$ cat config.mk
export PLATFORM = sky130hd
export DESIGN_NAME = mmio_bank
export DESIGN_NICKNAME = d
export VERILOG_FILES = /design/src/mmio_pkg.sv /design/src/mmio_wave_gen.sv /design/src/mmio_edge_meter.sv /design/src/mmio_bank.sv
export SDC_FILE = /design/constraint.sdc
export NUM_CORES = 2
export LEC_CHECK = 0
export BUFFER_PORTS_ARGS = -buffer_cell sky130_fd_sc_hd__buf_2
export CORE_ASPECT_RATIO = 0.7
export CORE_MARGIN = 2
export CORE_UTILIZATION = 35
export CTS_CLUSTER_DIAMETER = 100
export DETAILED_ROUTE_END_ITERATION = 6
export PLACE_DENSITY = 0.59
export SLEW_MARGIN = 40
export SYNTH_ARGS = -nofsm -noshare
export SYNTH_HDL_FRONTEND = slang
export SYNTH_SLANG_ARGS = --single-unit
$ cat constraint.sdc
create_clock -name i_clk -period 39.9 [get_ports i_clk]
set_input_delay 0 -clock i_clk [delete_from_list [all_inputs] [get_ports i_clk]]
set_output_delay 0 -clock i_clk [all_outputs]
set_load 0.1 [all_outputs]
$ cat src/mmio_pkg.sv
// Shared constants, types and helpers of the multi-mode digital I/O bank
package mmio_pkg;

    localparam int NUM_PINS = 8;
    localparam int NUM_SERVO = 8;
    localparam int SERVO_IN_COUNT = 4;
    localparam int NUM_WAVE = 5;
    localparam int TIME_W = 24;

    // Timing: the bank runs all of its time bases on a 1 us tick
    localparam int CLK_PERIOD_NS = 40;
    localparam int TICK_PERIOD_NS = 1000;
    localparam int TICK_CYCLES = TICK_PERIOD_NS / CLK_PERIOD_NS;
    localparam int TICK_W = 5;
    localparam logic [TICK_W-1:0] TICK_LAST = TICK_W'(TICK_CYCLES - 1);
    localparam logic [TIME_W-1:0] SERVO_FRAME_US = 24'h00_4E20;
    localparam logic [TIME_W-1:0] SERVO_MIN_US = 24'h00_03E8;
    localparam logic [TIME_W-1:0] SERVO_SPAN_US = 24'h00_03E8;
    localparam logic [TIME_W-1:0] TIME_MAX = 24'hFF_FFFF;

    // Register map, word addresses, eight words per block
    localparam logic [7:0] ADDR_PIN_BASE = 8'h00;
    localparam logic [7:0] ADDR_SERVO_BASE = 8'h10;
    localparam logic [7:0] ADDR_WAVE_CTRL = 8'h20;
    localparam logic [7:0] ADDR_WAVE_PERIOD = 8'h28;
    localparam logic [7:0] ADDR_WAVE_HIGH = 8'h30;
    localparam logic [7:0] ADDR_WAVE_COUNT = 8'h38;

    // Field positions
    localparam int FLD_MODE_LSB = 0;
    localparam int FLD_OUT_STATE = 4;
    localparam int FLD_PIN_LEVEL = 8;
    localparam int FLD_SERVO_EN = 16;
    localparam int FLD_WAVE_EN = 0;

    typedef enum logic [2:0] {
        MODE_IN = 3'h0,
        MODE_OUT = 3'h1,
        MODE_SRV_IN = 3'h2,
        MODE_SRV_OUT = 3'h3,
        MODE_WAVE_OUT = 3'h6,
        MODE_WAVE_IN = 3'h7
    } mmio_mode_t;

    typedef struct packed {
        logic out_state;
        mmio_mode_t mode;
    } mmio_pin_cfg_t;

    localparam mmio_pin_cfg_t PIN_CFG_RESET = '{out_state: 1'b0, mode: MODE_IN};

    // Which mode codes a given pin accepts
    function automatic logic mode_allowed(input logic [2:0] pin, input logic [2:0] code);
        case (code)
            MODE_IN, MODE_OUT: mode_allowed = 1'b1;
            MODE_SRV_IN: mode_allowed = (pin < 3'h4);
            MODE_SRV_OUT: mode_allowed = (pin >= 3'h4);
            MODE_WAVE_IN: mode_allowed = (pin <= 3'h4);
            MODE_WAVE_OUT: mode_allowed = (pin >= 3'h1) && (pin <= 3'h4);
            default: mode_allowed = 1'b0;
        endcase
    endfunction : mode_allowed

    // Position in us above the 1 ms minimum, clamped to the 1 ms span
    function automatic logic [TIME_W-1:0] servo_high_us(input logic [15:0] pos);
        logic [TIME_W-1:0] p;
        p = {8'h00, pos};
        servo_high_us = SERVO_MIN_US + ((p > SERVO_SPAN_US) ? SERVO_SPAN_US : p);
    endfunction : servo_high_us

    function automatic logic [15:0] servo_pos_from_us(input logic [TIME_W-1:0] us);
        logic [TIME_W-1:0] d;
        d = (us > SERVO_MIN_US) ? (us - SERVO_MIN_US) : '0;
        servo_pos_from_us = (d > SERVO_SPAN_US) ? SERVO_SPAN_US[15:0] : d[15:0];
    endfunction : servo_pos_from_us

endpackage : mmio_pkg

$ cat src/mmio_wave_gen.sv
// Periodic pulse generator on the 1 us tick
`timescale 1ns/1ps
module mmio_wave_gen (
    input wire logic i_clk,
    input wire logic i_reset,
    input wire logic i_tick,
    input wire logic i_run,
    input wire logic [mmio_pkg::TIME_W-1:0] i_period,
    input wire logic [mmio_pkg::TIME_W-1:0] i_high,
    output logic o_wave
);
    import mmio_pkg::*;

    logic [TIME_W-1:0] cnt;
    logic [TIME_W-1:0] next_cnt;
    logic live;

    assign next_cnt = cnt + 24'h00_0001;

    // Phase begins on a tick, so the first high part is as long as the later ones
    always_ff @(posedge i_clk or posedge i_reset)
    begin
        if (i_reset)
            live <= 1'b0;
        else if (!i_run)
            live <= 1'b0;
        else if (i_tick)
            live <= 1'b1;
    end

    // Stopping clears the phase, so every start begins with a full high part
    always_ff @(posedge i_clk or posedge i_reset)
    begin
        if (i_reset)
            cnt <= '0;
        else if (!i_run)
            cnt <= '0;
        else if (i_tick && live)
            cnt <= (next_cnt >= i_period) ? '0 : next_cnt;
    end

    always_ff @(posedge i_clk or posedge i_reset)
    begin
        if (i_reset)
            o_wave <= 1'b0;
        else
            o_wave <= i_run && live && (cnt < i_high);
    end
endmodule : mmio_wave_gen

$ cat src/mmio_edge_meter.sv
// High-time and transition meter for one input pin
`timescale 1ns/1ps
module mmio_edge_meter (
    input wire logic i_clk,
    input wire logic i_reset,
    input wire logic i_tick,
    input wire logic i_run,
    input wire logic i_pin,
    output logic [mmio_pkg::TIME_W-1:0] o_high_us,
    output logic [mmio_pkg::TIME_W-1:0] o_edges
);
    import mmio_pkg::*;

    logic pin_prev;
    logic run_prev;
    logic [TIME_W-1:0] width;

    always_ff @(posedge i_clk or posedge i_reset)
    begin
        if (i_reset)
        begin
            pin_prev <= 1'b0;
            run_prev <= 1'b0;
        end
        else
        begin
            pin_prev <= i_pin;
            run_prev <= i_run;
        end
    end

    // Count restarts on each start and holds after a stop for readback
    always_ff @(posedge i_clk or posedge i_reset)
    begin
        if (i_reset)
            o_edges <= '0;
        else if (i_run && !run_prev)
            o_edges <= '0;
        else if (i_run && (i_pin != pin_prev) && (o_edges != TIME_MAX))
            o_edges <= o_edges + 24'h00_0001;
    end

    always_ff @(posedge i_clk or posedge i_reset)
    begin
        if (i_reset)
            width <= '0;
        else if (!i_run || !i_pin)
            width <= '0;
        else if (i_tick && (width != TIME_MAX))
            width <= width + 24'h00_0001;
    end

    // A pulse already high at start counts from the start, not its rise; resolution is one tick
    always_ff @(posedge i_clk or posedge i_reset)
    begin
        if (i_reset)
            o_high_us <= '0;
        else if (i_run && run_prev && pin_prev && !i_pin)
            o_high_us <= width;
    end
endmodule : mmio_edge_meter

$ cat src/mmio_bank.sv
// Eight-pin multi-mode digital I/O bank with register port
`timescale 1ns/1ps
module mmio_bank (
    input wire logic i_clk,
    input wire logic i_reset,
    input wire logic [7:0] i_addr,
    input wire logic [31:0] i_wdata,
    input wire logic i_wr,
    input wire logic i_rd,
    output logic [31:0] o_rdata,
    input wire logic [mmio_pkg::NUM_PINS-1:0] i_pin_in,
    output logic [mmio_pkg::NUM_PINS-1:0] o_pin_out,
    output logic [mmio_pkg::NUM_PINS-1:0] o_pin_oe,
    output logic [mmio_pkg::NUM_PINS-1:0] o_pull_down
);
    import mmio_pkg::*;

    function automatic logic in_block(input logic [7:0] addr, input logic [7:0] base,
                                      input int count);
        in_block = (addr[7:3] == base[7:3]) && (int'(addr[2:0]) < count);
    endfunction : in_block

    mmio_pin_cfg_t pin_cfg [NUM_PINS];
    logic [15:0] srv_pos [NUM_SERVO];
    logic [NUM_SERVO-1:0] srv_en;
    logic [NUM_WAVE-1:0] wave_en;
    logic [TIME_W-1:0] wave_period [NUM_WAVE];
    logic [TIME_W-1:0] wave_high [NUM_WAVE];
    logic [TICK_W-1:0] tick_cnt;
    logic tick;
    logic [2:0] idx;
    logic [NUM_PINS-1:0] gen_wave;
    logic [TIME_W-1:0] meas_high_us [NUM_WAVE];
    logic [TIME_W-1:0] meas_edges [NUM_WAVE];
    logic [31:0] next_rdata;

    assign idx = i_addr[2:0];

    // 1 us time base shared by every channel
    always_ff @(posedge i_clk or posedge i_reset)
    begin
        if (i_reset)
        begin
            tick_cnt <= '0;
            tick <= 1'b0;
        end
        else if (tick_cnt == TICK_LAST)
        begin
            tick_cnt <= '0;
            tick <= 1'b1;
        end
        else
        begin
            tick_cnt <= tick_cnt + 5'h01;
            tick <= 1'b0;
        end
    end

    // Pin configuration; an illegal mode code for the pin leaves the mode unchanged
    always_ff @(posedge i_clk or posedge i_reset)
    begin
        if (i_reset)
        begin
            for (int p = 0; p < NUM_PINS; p++)
                pin_cfg[p] <= PIN_CFG_RESET;
        end
        else if (i_wr && in_block(i_addr, ADDR_PIN_BASE, NUM_PINS))
        begin
            pin_cfg[idx].out_state <= i_wdata[FLD_OUT_STATE];
            if (mode_allowed(idx, i_wdata[FLD_MODE_LSB +: 3]))
                pin_cfg[idx].mode <= mmio_mode_t'(i_wdata[FLD_MODE_LSB +: 3]);
        end
    end

    // Servo channel k sits on pin k; only output channels keep a written position
    always_ff @(posedge i_clk or posedge i_reset)
    begin
        if (i_reset)
        begin
            srv_en <= '0;
            for (int k = 0; k < NUM_SERVO; k++)
                srv_pos[k] <= 16'h0000;
        end
        else if (i_wr && in_block(i_addr, ADDR_SERVO_BASE, NUM_SERVO))
        begin
            srv_en[idx] <= i_wdata[FLD_SERVO_EN];
            if (int'(idx) >= SERVO_IN_COUNT)
                srv_pos[idx] <= i_wdata[15:0];
        end
    end

    // Wave channel k sits on pin k
    always_ff @(posedge i_clk or posedge i_reset)
    begin
        if (i_reset)
        begin
            wave_en <= '0;
            for (int k = 0; k < NUM_WAVE; k++)
            begin
                wave_period[k] <= '0;
                wave_high[k] <= '0;
            end
        end
        else if (i_wr)
        begin
            if (in_block(i_addr, ADDR_WAVE_CTRL, NUM_WAVE))
                wave_en[idx] <= i_wdata[FLD_WAVE_EN];
            if (in_block(i_addr, ADDR_WAVE_PERIOD, NUM_WAVE))
                wave_period[idx] <= i_wdata[TIME_W-1:0];
            if (in_block(i_addr, ADDR_WAVE_HIGH, NUM_WAVE))
                wave_high[idx] <= i_wdata[TIME_W-1:0];
        end
    end

    // Generators: servo outputs on pins 4-7, wave outputs on pins 1-4
    assign gen_wave[0] = 1'b0;
    for (genvar p = 1; p < NUM_PINS; p++)
    begin : g_gen
        logic srv_run;
        logic wave_run;
        logic [TIME_W-1:0] period;
        logic [TIME_W-1:0] high;
        if (p >= SERVO_IN_COUNT)
        begin : g_srv
            assign srv_run = srv_en[p] && (pin_cfg[p].mode == MODE_SRV_OUT);
        end
        else
        begin : g_nosrv
            assign srv_run = 1'b0;
        end
        if (p < NUM_WAVE)
        begin : g_wave
            assign wave_run = wave_en[p] && (pin_cfg[p].mode == MODE_WAVE_OUT);
            assign period = srv_run ? SERVO_FRAME_US : wave_period[p];
            assign high = srv_run ? servo_high_us(srv_pos[p]) : wave_high[p];
        end
        else
        begin : g_nowave
            assign wave_run = 1'b0;
            assign period = SERVO_FRAME_US;
            assign high = servo_high_us(srv_pos[p]);
        end
        mmio_wave_gen u_gen (
            .i_clk(i_clk),
            .i_reset(i_reset),
            .i_tick(tick),
            .i_run(srv_run || wave_run),
            .i_period(period),
            .i_high(high),
            .o_wave(gen_wave[p])
        );
    end

    // Meters: servo inputs on pins 0-3, wave inputs on pins 0-4
    for (genvar p = 0; p < NUM_WAVE; p++)
    begin : g_meter
        logic run;
        if (p < SERVO_IN_COUNT)
        begin : g_srv
            assign run = (srv_en[p] && (pin_cfg[p].mode == MODE_SRV_IN))
                || (wave_en[p] && (pin_cfg[p].mode == MODE_WAVE_IN));
        end
        else
        begin : g_wave
            assign run = wave_en[p] && (pin_cfg[p].mode == MODE_WAVE_IN);
        end
        mmio_edge_meter u_meter (
            .i_clk(i_clk),
            .i_reset(i_reset),
            .i_tick(tick),
            .i_run(run),
            .i_pin(i_pin_in[p]),
            .o_high_us(meas_high_us[p]),
            .o_edges(meas_edges[p])
        );
    end

    // Pin drivers, registered so the pads never see decode glitches
    always_ff @(posedge i_clk or posedge i_reset)
    begin
        if (i_reset)
        begin
            o_pin_out <= '0;
            o_pin_oe <= '0;
            o_pull_down <= '1;
        end
        else
        begin
            for (int p = 0; p < NUM_PINS; p++)
            begin
                case (pin_cfg[p].mode)
                    MODE_OUT:
                    begin
                        o_pin_out[p] <= pin_cfg[p].out_state;
                        o_pin_oe[p] <= 1'b1;
                        o_pull_down[p] <= 1'b0;
                    end
                    MODE_SRV_OUT, MODE_WAVE_OUT:
                    begin
                        o_pin_out[p] <= gen_wave[p];
                        o_pin_oe[p] <= 1'b1;
                        o_pull_down[p] <= 1'b0;
                    end
                    default:
                    begin
                        o_pin_out[p] <= 1'b0;
                        o_pin_oe[p] <= 1'b0;
                        o_pull_down[p] <= 1'b1;
                    end
                endcase
            end
        end
    end

    // Read multiplexer; unmapped addresses read zero
    always_comb
    begin
        next_rdata = 32'h0000_0000;
        if (in_block(i_addr, ADDR_PIN_BASE, NUM_PINS))
        begin
            next_rdata[FLD_MODE_LSB +: 3] = pin_cfg[idx].mode;
            next_rdata[FLD_OUT_STATE] = pin_cfg[idx].out_state;
            next_rdata[FLD_PIN_LEVEL] = i_pin_in[idx];
        end
        else if (in_block(i_addr, ADDR_SERVO_BASE, NUM_SERVO))
        begin
            next_rdata[FLD_SERVO_EN] = srv_en[idx];
            if (int'(idx) < SERVO_IN_COUNT)
                next_rdata[15:0] = servo_pos_from_us(meas_high_us[idx]);
            else
                next_rdata[15:0] = srv_pos[idx];
        end
        else if (in_block(i_addr, ADDR_WAVE_CTRL, NUM_WAVE))
            next_rdata[FLD_WAVE_EN] = wave_en[idx];
        else if (in_block(i_addr, ADDR_WAVE_PERIOD, NUM_WAVE))
            next_rdata[TIME_W-1:0] = wave_period[idx];
        else if (in_block(i_addr, ADDR_WAVE_HIGH, NUM_WAVE))
            next_rdata[TIME_W-1:0] = wave_high[idx];
        else if (in_block(i_addr, ADDR_WAVE_COUNT, NUM_WAVE))
            next_rdata[TIME_W-1:0] = meas_edges[idx];
    end

    always_ff @(posedge i_clk or posedge i_reset)
    begin
        if (i_reset)
            o_rdata <= 32'h0000_0000;
        else
            o_rdata <= i_rd ? next_rdata : 32'h0000_0000;
    end

    // Helper for the servo pulse width check on pin 6
    logic [16:0] hi_cnt6;
    always_ff @(posedge i_clk or posedge i_reset)
    begin
        if (i_reset)
            hi_cnt6 <= '0;
        else if (!o_pin_out[6])
            hi_cnt6 <= '0;
        else if (hi_cnt6 != 17'h1_FFFF)
            hi_cnt6 <= hi_cnt6 + 17'h0_0001;
    end
endmodule : mmio_bank

Yosys cells after proc, flatten, opt, wreduce, memory -nomap -nowiden
Cells that the tools add are included.

Bits in registers: 1019. Input port bits: 52. Output and inout port bits: 56. Logic and storage cells: 497.

Add/sub/neg operators: 23. Order comparisons: 31. Equality and inequality tests: 73. Mux-type cells: 142. Bitwise gates (word level): 1. Reductions and logical operators: 139.

Operators by type and width (count): $mux W24 (57); $add A24 B1 Y24 const B (17); $bmux W24 S3 (4); $bwmux W120 (2); $ne A24 B24 Y1 const B (10); $mux W16 (9); $bwmux W128 (1); $ge A24 B24 Y1 (4); $lt A24 B24 Y1 (4); $logic_and A1 B1 Y1 (82); $demux W24 S3 (1); $ge A24 B15 Y1 const B (3); $lt A24 B17 Y1 (3); $add A10 B16 Y17 const A (4); $bwmux W32 (2); $gt A16 B10 Y1 const B (4); $bmux W16 S3 (1); $demux W16 S3 (1); $gt A24 B10 Y1 const B (2); $eq A3 B3 Y1 const B (15); $eq A3 B2 Y1 const B (14); $mux W1 (35); $mux W32 (1); $ne A2 B2 Y1 const B (14); other kinds (38) (119).

Longest topological paths before layout
Depth after elaboration: 12. Mapped depth: 20. Mapped depth without buffers: 19.

Cells and area by module
From an unflattened synthesis, not the netlist that was laid out.

Cell total of the unflattened synthesis: 5969. Area, all modules: 59166.7 µm².

Modules (own cells, without submodules): mmio_bank (instances 1, cells each 1930, area an instance 21803.4 µm², seq. area each 10094.7 µm²); mmio_wave_gen (instances 7, cells each 327, area an instance 2722.6 µm², seq. area each 650.6 µm²); mmio_edge_meter (instances 5, cells each 350, area an instance 3661.0 µm², seq. area each 1851.8 µm²).

Worst setup path after synthesis
No wires, ideal clock.

Kind: register to register. Start: register g_gen[1].u_gen.cnt[2]. End: register g_gen[1].u_gen.cnt[11]. Setup time: 0.093 ns. Data arrival time: 4.386 ns. Data required time: 39.807 ns. Setup slack: 35.422 ns. Stages on the path, launching flop included: 15. Buffers on the path: 1. Clock period less this slack: 4.478 ns. Cell sequence: dfrtp_1 -> buf_2 -> nand3_1 -> nor3_1 -> nand4_1 -> or2_2 -> nor3_1 -> nand3_1 -> xnor2_1 -> ha_1 -> a21o_1 -> a21o_1 -> a2111oi_1 -> o21ai_0 -> o211ai_1.

Longest elaborated chain between the ends: 5.

RTL lines: start, declared (RTL line mmio_wave_gen.sv:14) `logic [TIME_W-1:0] cnt;`; start signal, assigned (RTL line mmio_wave_gen.sv:39) `cnt <= (next_cnt >= i_period) ? '0 : next_cnt;`; $add A24 B1 Y24 * (RTL line mmio_wave_gen.sv:18) `assign next_cnt = cnt + 24'h00_0001;`; $ge A24 B24 Y1 (RTL line mmio_wave_gen.sv:39); $mux W24 * (RTL line mmio_wave_gen.sv:39); $mux W24 * (RTL line mmio_wave_gen.sv:38) `else if (i_tick && live)`; $mux W24 * (RTL line mmio_wave_gen.sv:36) `else if (!i_run)`.

Every way passes the cells marked *; elsewhere a longest branch is shown, timed or not. The select of a mux whose other input is x is not followed. A chain may end at the register's enable or synchronous reset.

Worst setup path in the final report
Start: register g_gen[1].u_gen.cnt[2]. End: register g_gen[1].u_gen.cnt[18].

Same word-level chain as after synthesis.

==> key figures <==
Run status
  – Status: finished, final reports clean

Pwr
  – Pleak: 27.69 nW
  – VDD IR max: 41.07 uV
  – Power Density: 35.61 nW/um2

Die
  – Core area: 152,800 um2
  – Rows: 120
  – Die W: 472.6 um
  – Die height: 332.0 um
  – Total Die Area: 156,900 um2
  – # IOs: 108
  – Initial Utilization: 0.3520

Route
  – First-pass iteration count of the detailed router: 6
  – Per-cell routed wire length: 22.96 um
  – DRC viols: 0
  – Post-Route WL: 172.4 mm
  – Via count: 42,324
  – Via density: 5.636
  – Iter 0 DRT Violations: 4,503
  – Number of nets with antenna violations after routing: 0

Synth
  – Primary FF master, synth: dfrtp_1
  – Netlist Area Pre-Place: 53,800 um2
  – Leading post-synthesis cells by cell area: dfrtp_1 44%, mux2_2 9.1%, ha_1 6.1%
  – Most frequent cells after synthesis: 947 x dfrtp_1, 449 x nand2_1, 439 x nor2_1
  – Synthesized area per cell: 10.06 um2
  – Flops & latches, synth: 955
  – Synth Warn #: 0
  – Netlist cell types: 94
  – Synth area leader: dfrtp_1
  – Synth async-reset ratio: 1.000
  – EDFF count, synth: 0
  – Share of the synthesized area in the top cell type: 0.4405
  – Proportion of synthesized chip area in sequential cells: 0.4444
  – Most common cell in the netlist: dfrtp_1
  – Post-Syn Instances: 5,345

Clock tree
  – Clock slew at reported path FFs: 0.07 ns
  – Root buf cell: clkbuf_16
  – Hold Buf Count CTS: 41
  – Post-CTS Setup Bufs: 0
  – Sink Count: 955
  – TritonCTS Buffers: 97
  – CTS tree: built
  – CTS Buffer Depth: 3
  – Post_cts resized: 0
  – Worst-skew pair later-pin latency: 0.73 ns
  – H-tree levels: 3

Timing
  – RSZ-0062 raised after global routing: no
  – Final Hold Viols: 0
  – Final setup viols: 0
  – Final Slew Violations: 0
  – Final worst path period share: 0.1281
  – Final setup TNS: 0 ns
  – Slew at the pin with the worst max-slew slack: 0.8838 ns
  – Crit path time final: 5.109 ns
  – F_max: 195.7 MHz
  – Clock skew: 0.04388 ns
  – Max_slew headroom: 0.4108

Global routing
  – Pin count of the biggest net entering global routing: 124
  – Grt total ovfl: 0
  – Vias in the first global route: 39,633
  – Initial antenna violation count: 9
  – Total GRT Usage: 0.2169
  – First-pass GRT wire length: 260.3 mm

Final layout
  – Area growth from synthesis to layout: 12.26%
  – Area of the multi-input gates: 28,230 um2
  – Storage cell area: 23,910 um2
  – Share of layout cells above drive strength 1: 0.1636
  – Fin cells: 7,510
  – # fillers: 14,987
  – Post-layout util: 0.3951
  – Layout Nets: 5,723

Place
  – Final Wtd Congestion: 0.9286
  – Number of port buffers: 91
  – Hpwl dp: 126.0 mm
  – Placed Cells: 7,280

Hold path
  – Min-delay worst type: in -> reg

Critical path
  – R2r setup slk: 34.79 ns
  – Worst Path Required: 40.54 ns
  – Kind of critical path: reg -> reg
  – Crit-path max FO: 18
  – Critical Path End Type: flip-flop
  – Critical Path Source Type: flip-flop
  – Arr. time, crit path: 5.75 ns

Run
  – Max-cap violations: 0
[sequential cells by signal (all words and copies together), names as in the netlist, 24 cells and up]
| register | flops |
|---|---|
| g_gen.high | 72 |
| g_gen.period | 72 |
| g_gen.u_gen.cnt | 168 |
| g_meter.u_meter.o_edges | 120 |
| g_meter.u_meter.o_high_us | 120 |
| g_meter.u_meter.width | 120 |
| o_rdata | 24 |
| pin_cfg | 32 |
| srv_pos | 64 |
| wave_high | 48 |
| wave_period | 48 |
[metrics by stage]
stage	power, mW	instance area, um2	hold slack, ns	setup slack, ns
global route	2.224	60380	0.04197	34.52
floorplan	1.130	53890	0.03143	13.05
detailed placement	1.194	56580	0.01047	35.02
CTS	2.167	60330	0.01760	34.97
global placement	1.189	56380	0.2244	34.84
finish	2.150	60390	0.05827	34.79
[routing by layer]
layer	global-route usage	vias to the layer above	part of all wire
met4	0.05486	2	0.026
met5	0	-	0.000041
met1	0.3335	21132	0.47
li1	-	19324	-
met2	0.2937	1610	0.40
met3	0.06072	256	0.097
[final cells by class]
| type | instances | area share |
|---|---|---|
| Clock inverter | 34 | 0.007355 |
| Antenna cell | 7 | 0.0002901 |
| Clock buffer | 147 | 0.04794 |
| Timing Repair Buffer | 200 | 0.02476 |
| Sequential cell | 955 | 0.3959 |
| Inverter | 231 | 0.01450 |
| Tap cell | 2013 | 0.04171 |
| Multi-Input combinational cell | 3923 | 0.4675 |
[layout by cell type (no fill, tap or decap), types with 35 or more instances in the layout]
cell           netlist  final
nor2b_1             77     70
o22ai_1             54     54
nand3_1            193    189
and2_1              71     71
dlygate4sd3_1        0     41
and3_1              77     77
and4_1              47     47
clkbuf_16            0     97
o21ai_0            292    286
nand2_1            449    447
ha_1               263    263
nand4_1            113    113
xnor2_1            141    141
mux2i_1             85     85
inv_1              231    229
a31oi_1             37     37
a22o_1              38     38
buf_4               16     54
mux2_2             434    434
mux4_2              45     45
nand2b_1            43     43
a21o_1              65     65
nor3_1              76     75
a22oi_1             35     35
a21oi_1            217    211
or3_1               63     63
nor2_1             439    437
xor2_1             161    161
buf_2               53     88
dfrtp_1            947    946
[critical path, stage by stage, from the launching register on]
cell and delay, ns:
dfrtp_1 0.52, nand3_1 0.29, nor3_1 0.54, nand4_1 0.28, or2_2 0.42, nor3_1 0.43, nand3_1 0.28, xnor2_1 0.20
ha_1 0.32, a21o_1 0.19, a21o_1 0.18, a2111oi_2 0.35, buf_4 0.31, o21a_1 0.47, a22o_1 0.20
[kinds of logic (layout without fill, tap and decap cells)]
| logic type | count (synthesis) | after routing | share of synthesized area |
|---|---|---|---|
| buffers and inverters | 491 | 612 | 0.03696 |
| other | 2 | 33 | 0.0001396 |
| AO/OA/AOI/OAI | 993 | 993 | 0.1190 |
| adder cells (fa/ha/maj) | 263 | 263 | 0.06117 |
| multiplexers | 564 | 564 | 0.1255 |
| XOR/XNOR | 302 | 302 | 0.04917 |
| flip-flops | 955 | 955 | 0.4444 |
| AND/OR/NAND/NOR | 1775 | 1775 | 0.1637 |
[power by group]
group	internal (mW)	switching (mW)	total (mW)	leakage (nW)
registers	0.985	0.0190	1.00	13.0
clock network	0.549	0.417	0.966	1.64
logic	0.0558	0.124	0.180	13.1
[worst paths after layout]
kind                            cells after the start                                    startpoint                                            to
worst max-delay path                               14             g_gen[1].u_gen.cnt[2]$_DFFE_PP0P_            g_gen[1].u_gen.cnt[18]$_DFFE_PP0P_
worst min-delay path                                2                                    i_wdata[0]                       srv_pos[16]$_DFFE_PP0P_
worst max register to register                     14             g_gen[1].u_gen.cnt[2]$_DFFE_PP0P_            g_gen[1].u_gen.cnt[18]$_DFFE_PP0P_
worst min register to register                      2  g_meter[3].u_meter.o_high_us[11]$_DFFE_PP0P_  g_meter[3].u_meter.o_high_us[11]$_DFFE_PP0P_
max in group asynchronous                           7                                       i_reset                 g_gen[2].high[22]$_DFFE_PP0P_
min in group asynchronous                           4                                       i_reset            g_gen[5].u_gen.cnt[13]$_DFFE_PP0P_
(Power assumes the default switching activity.)
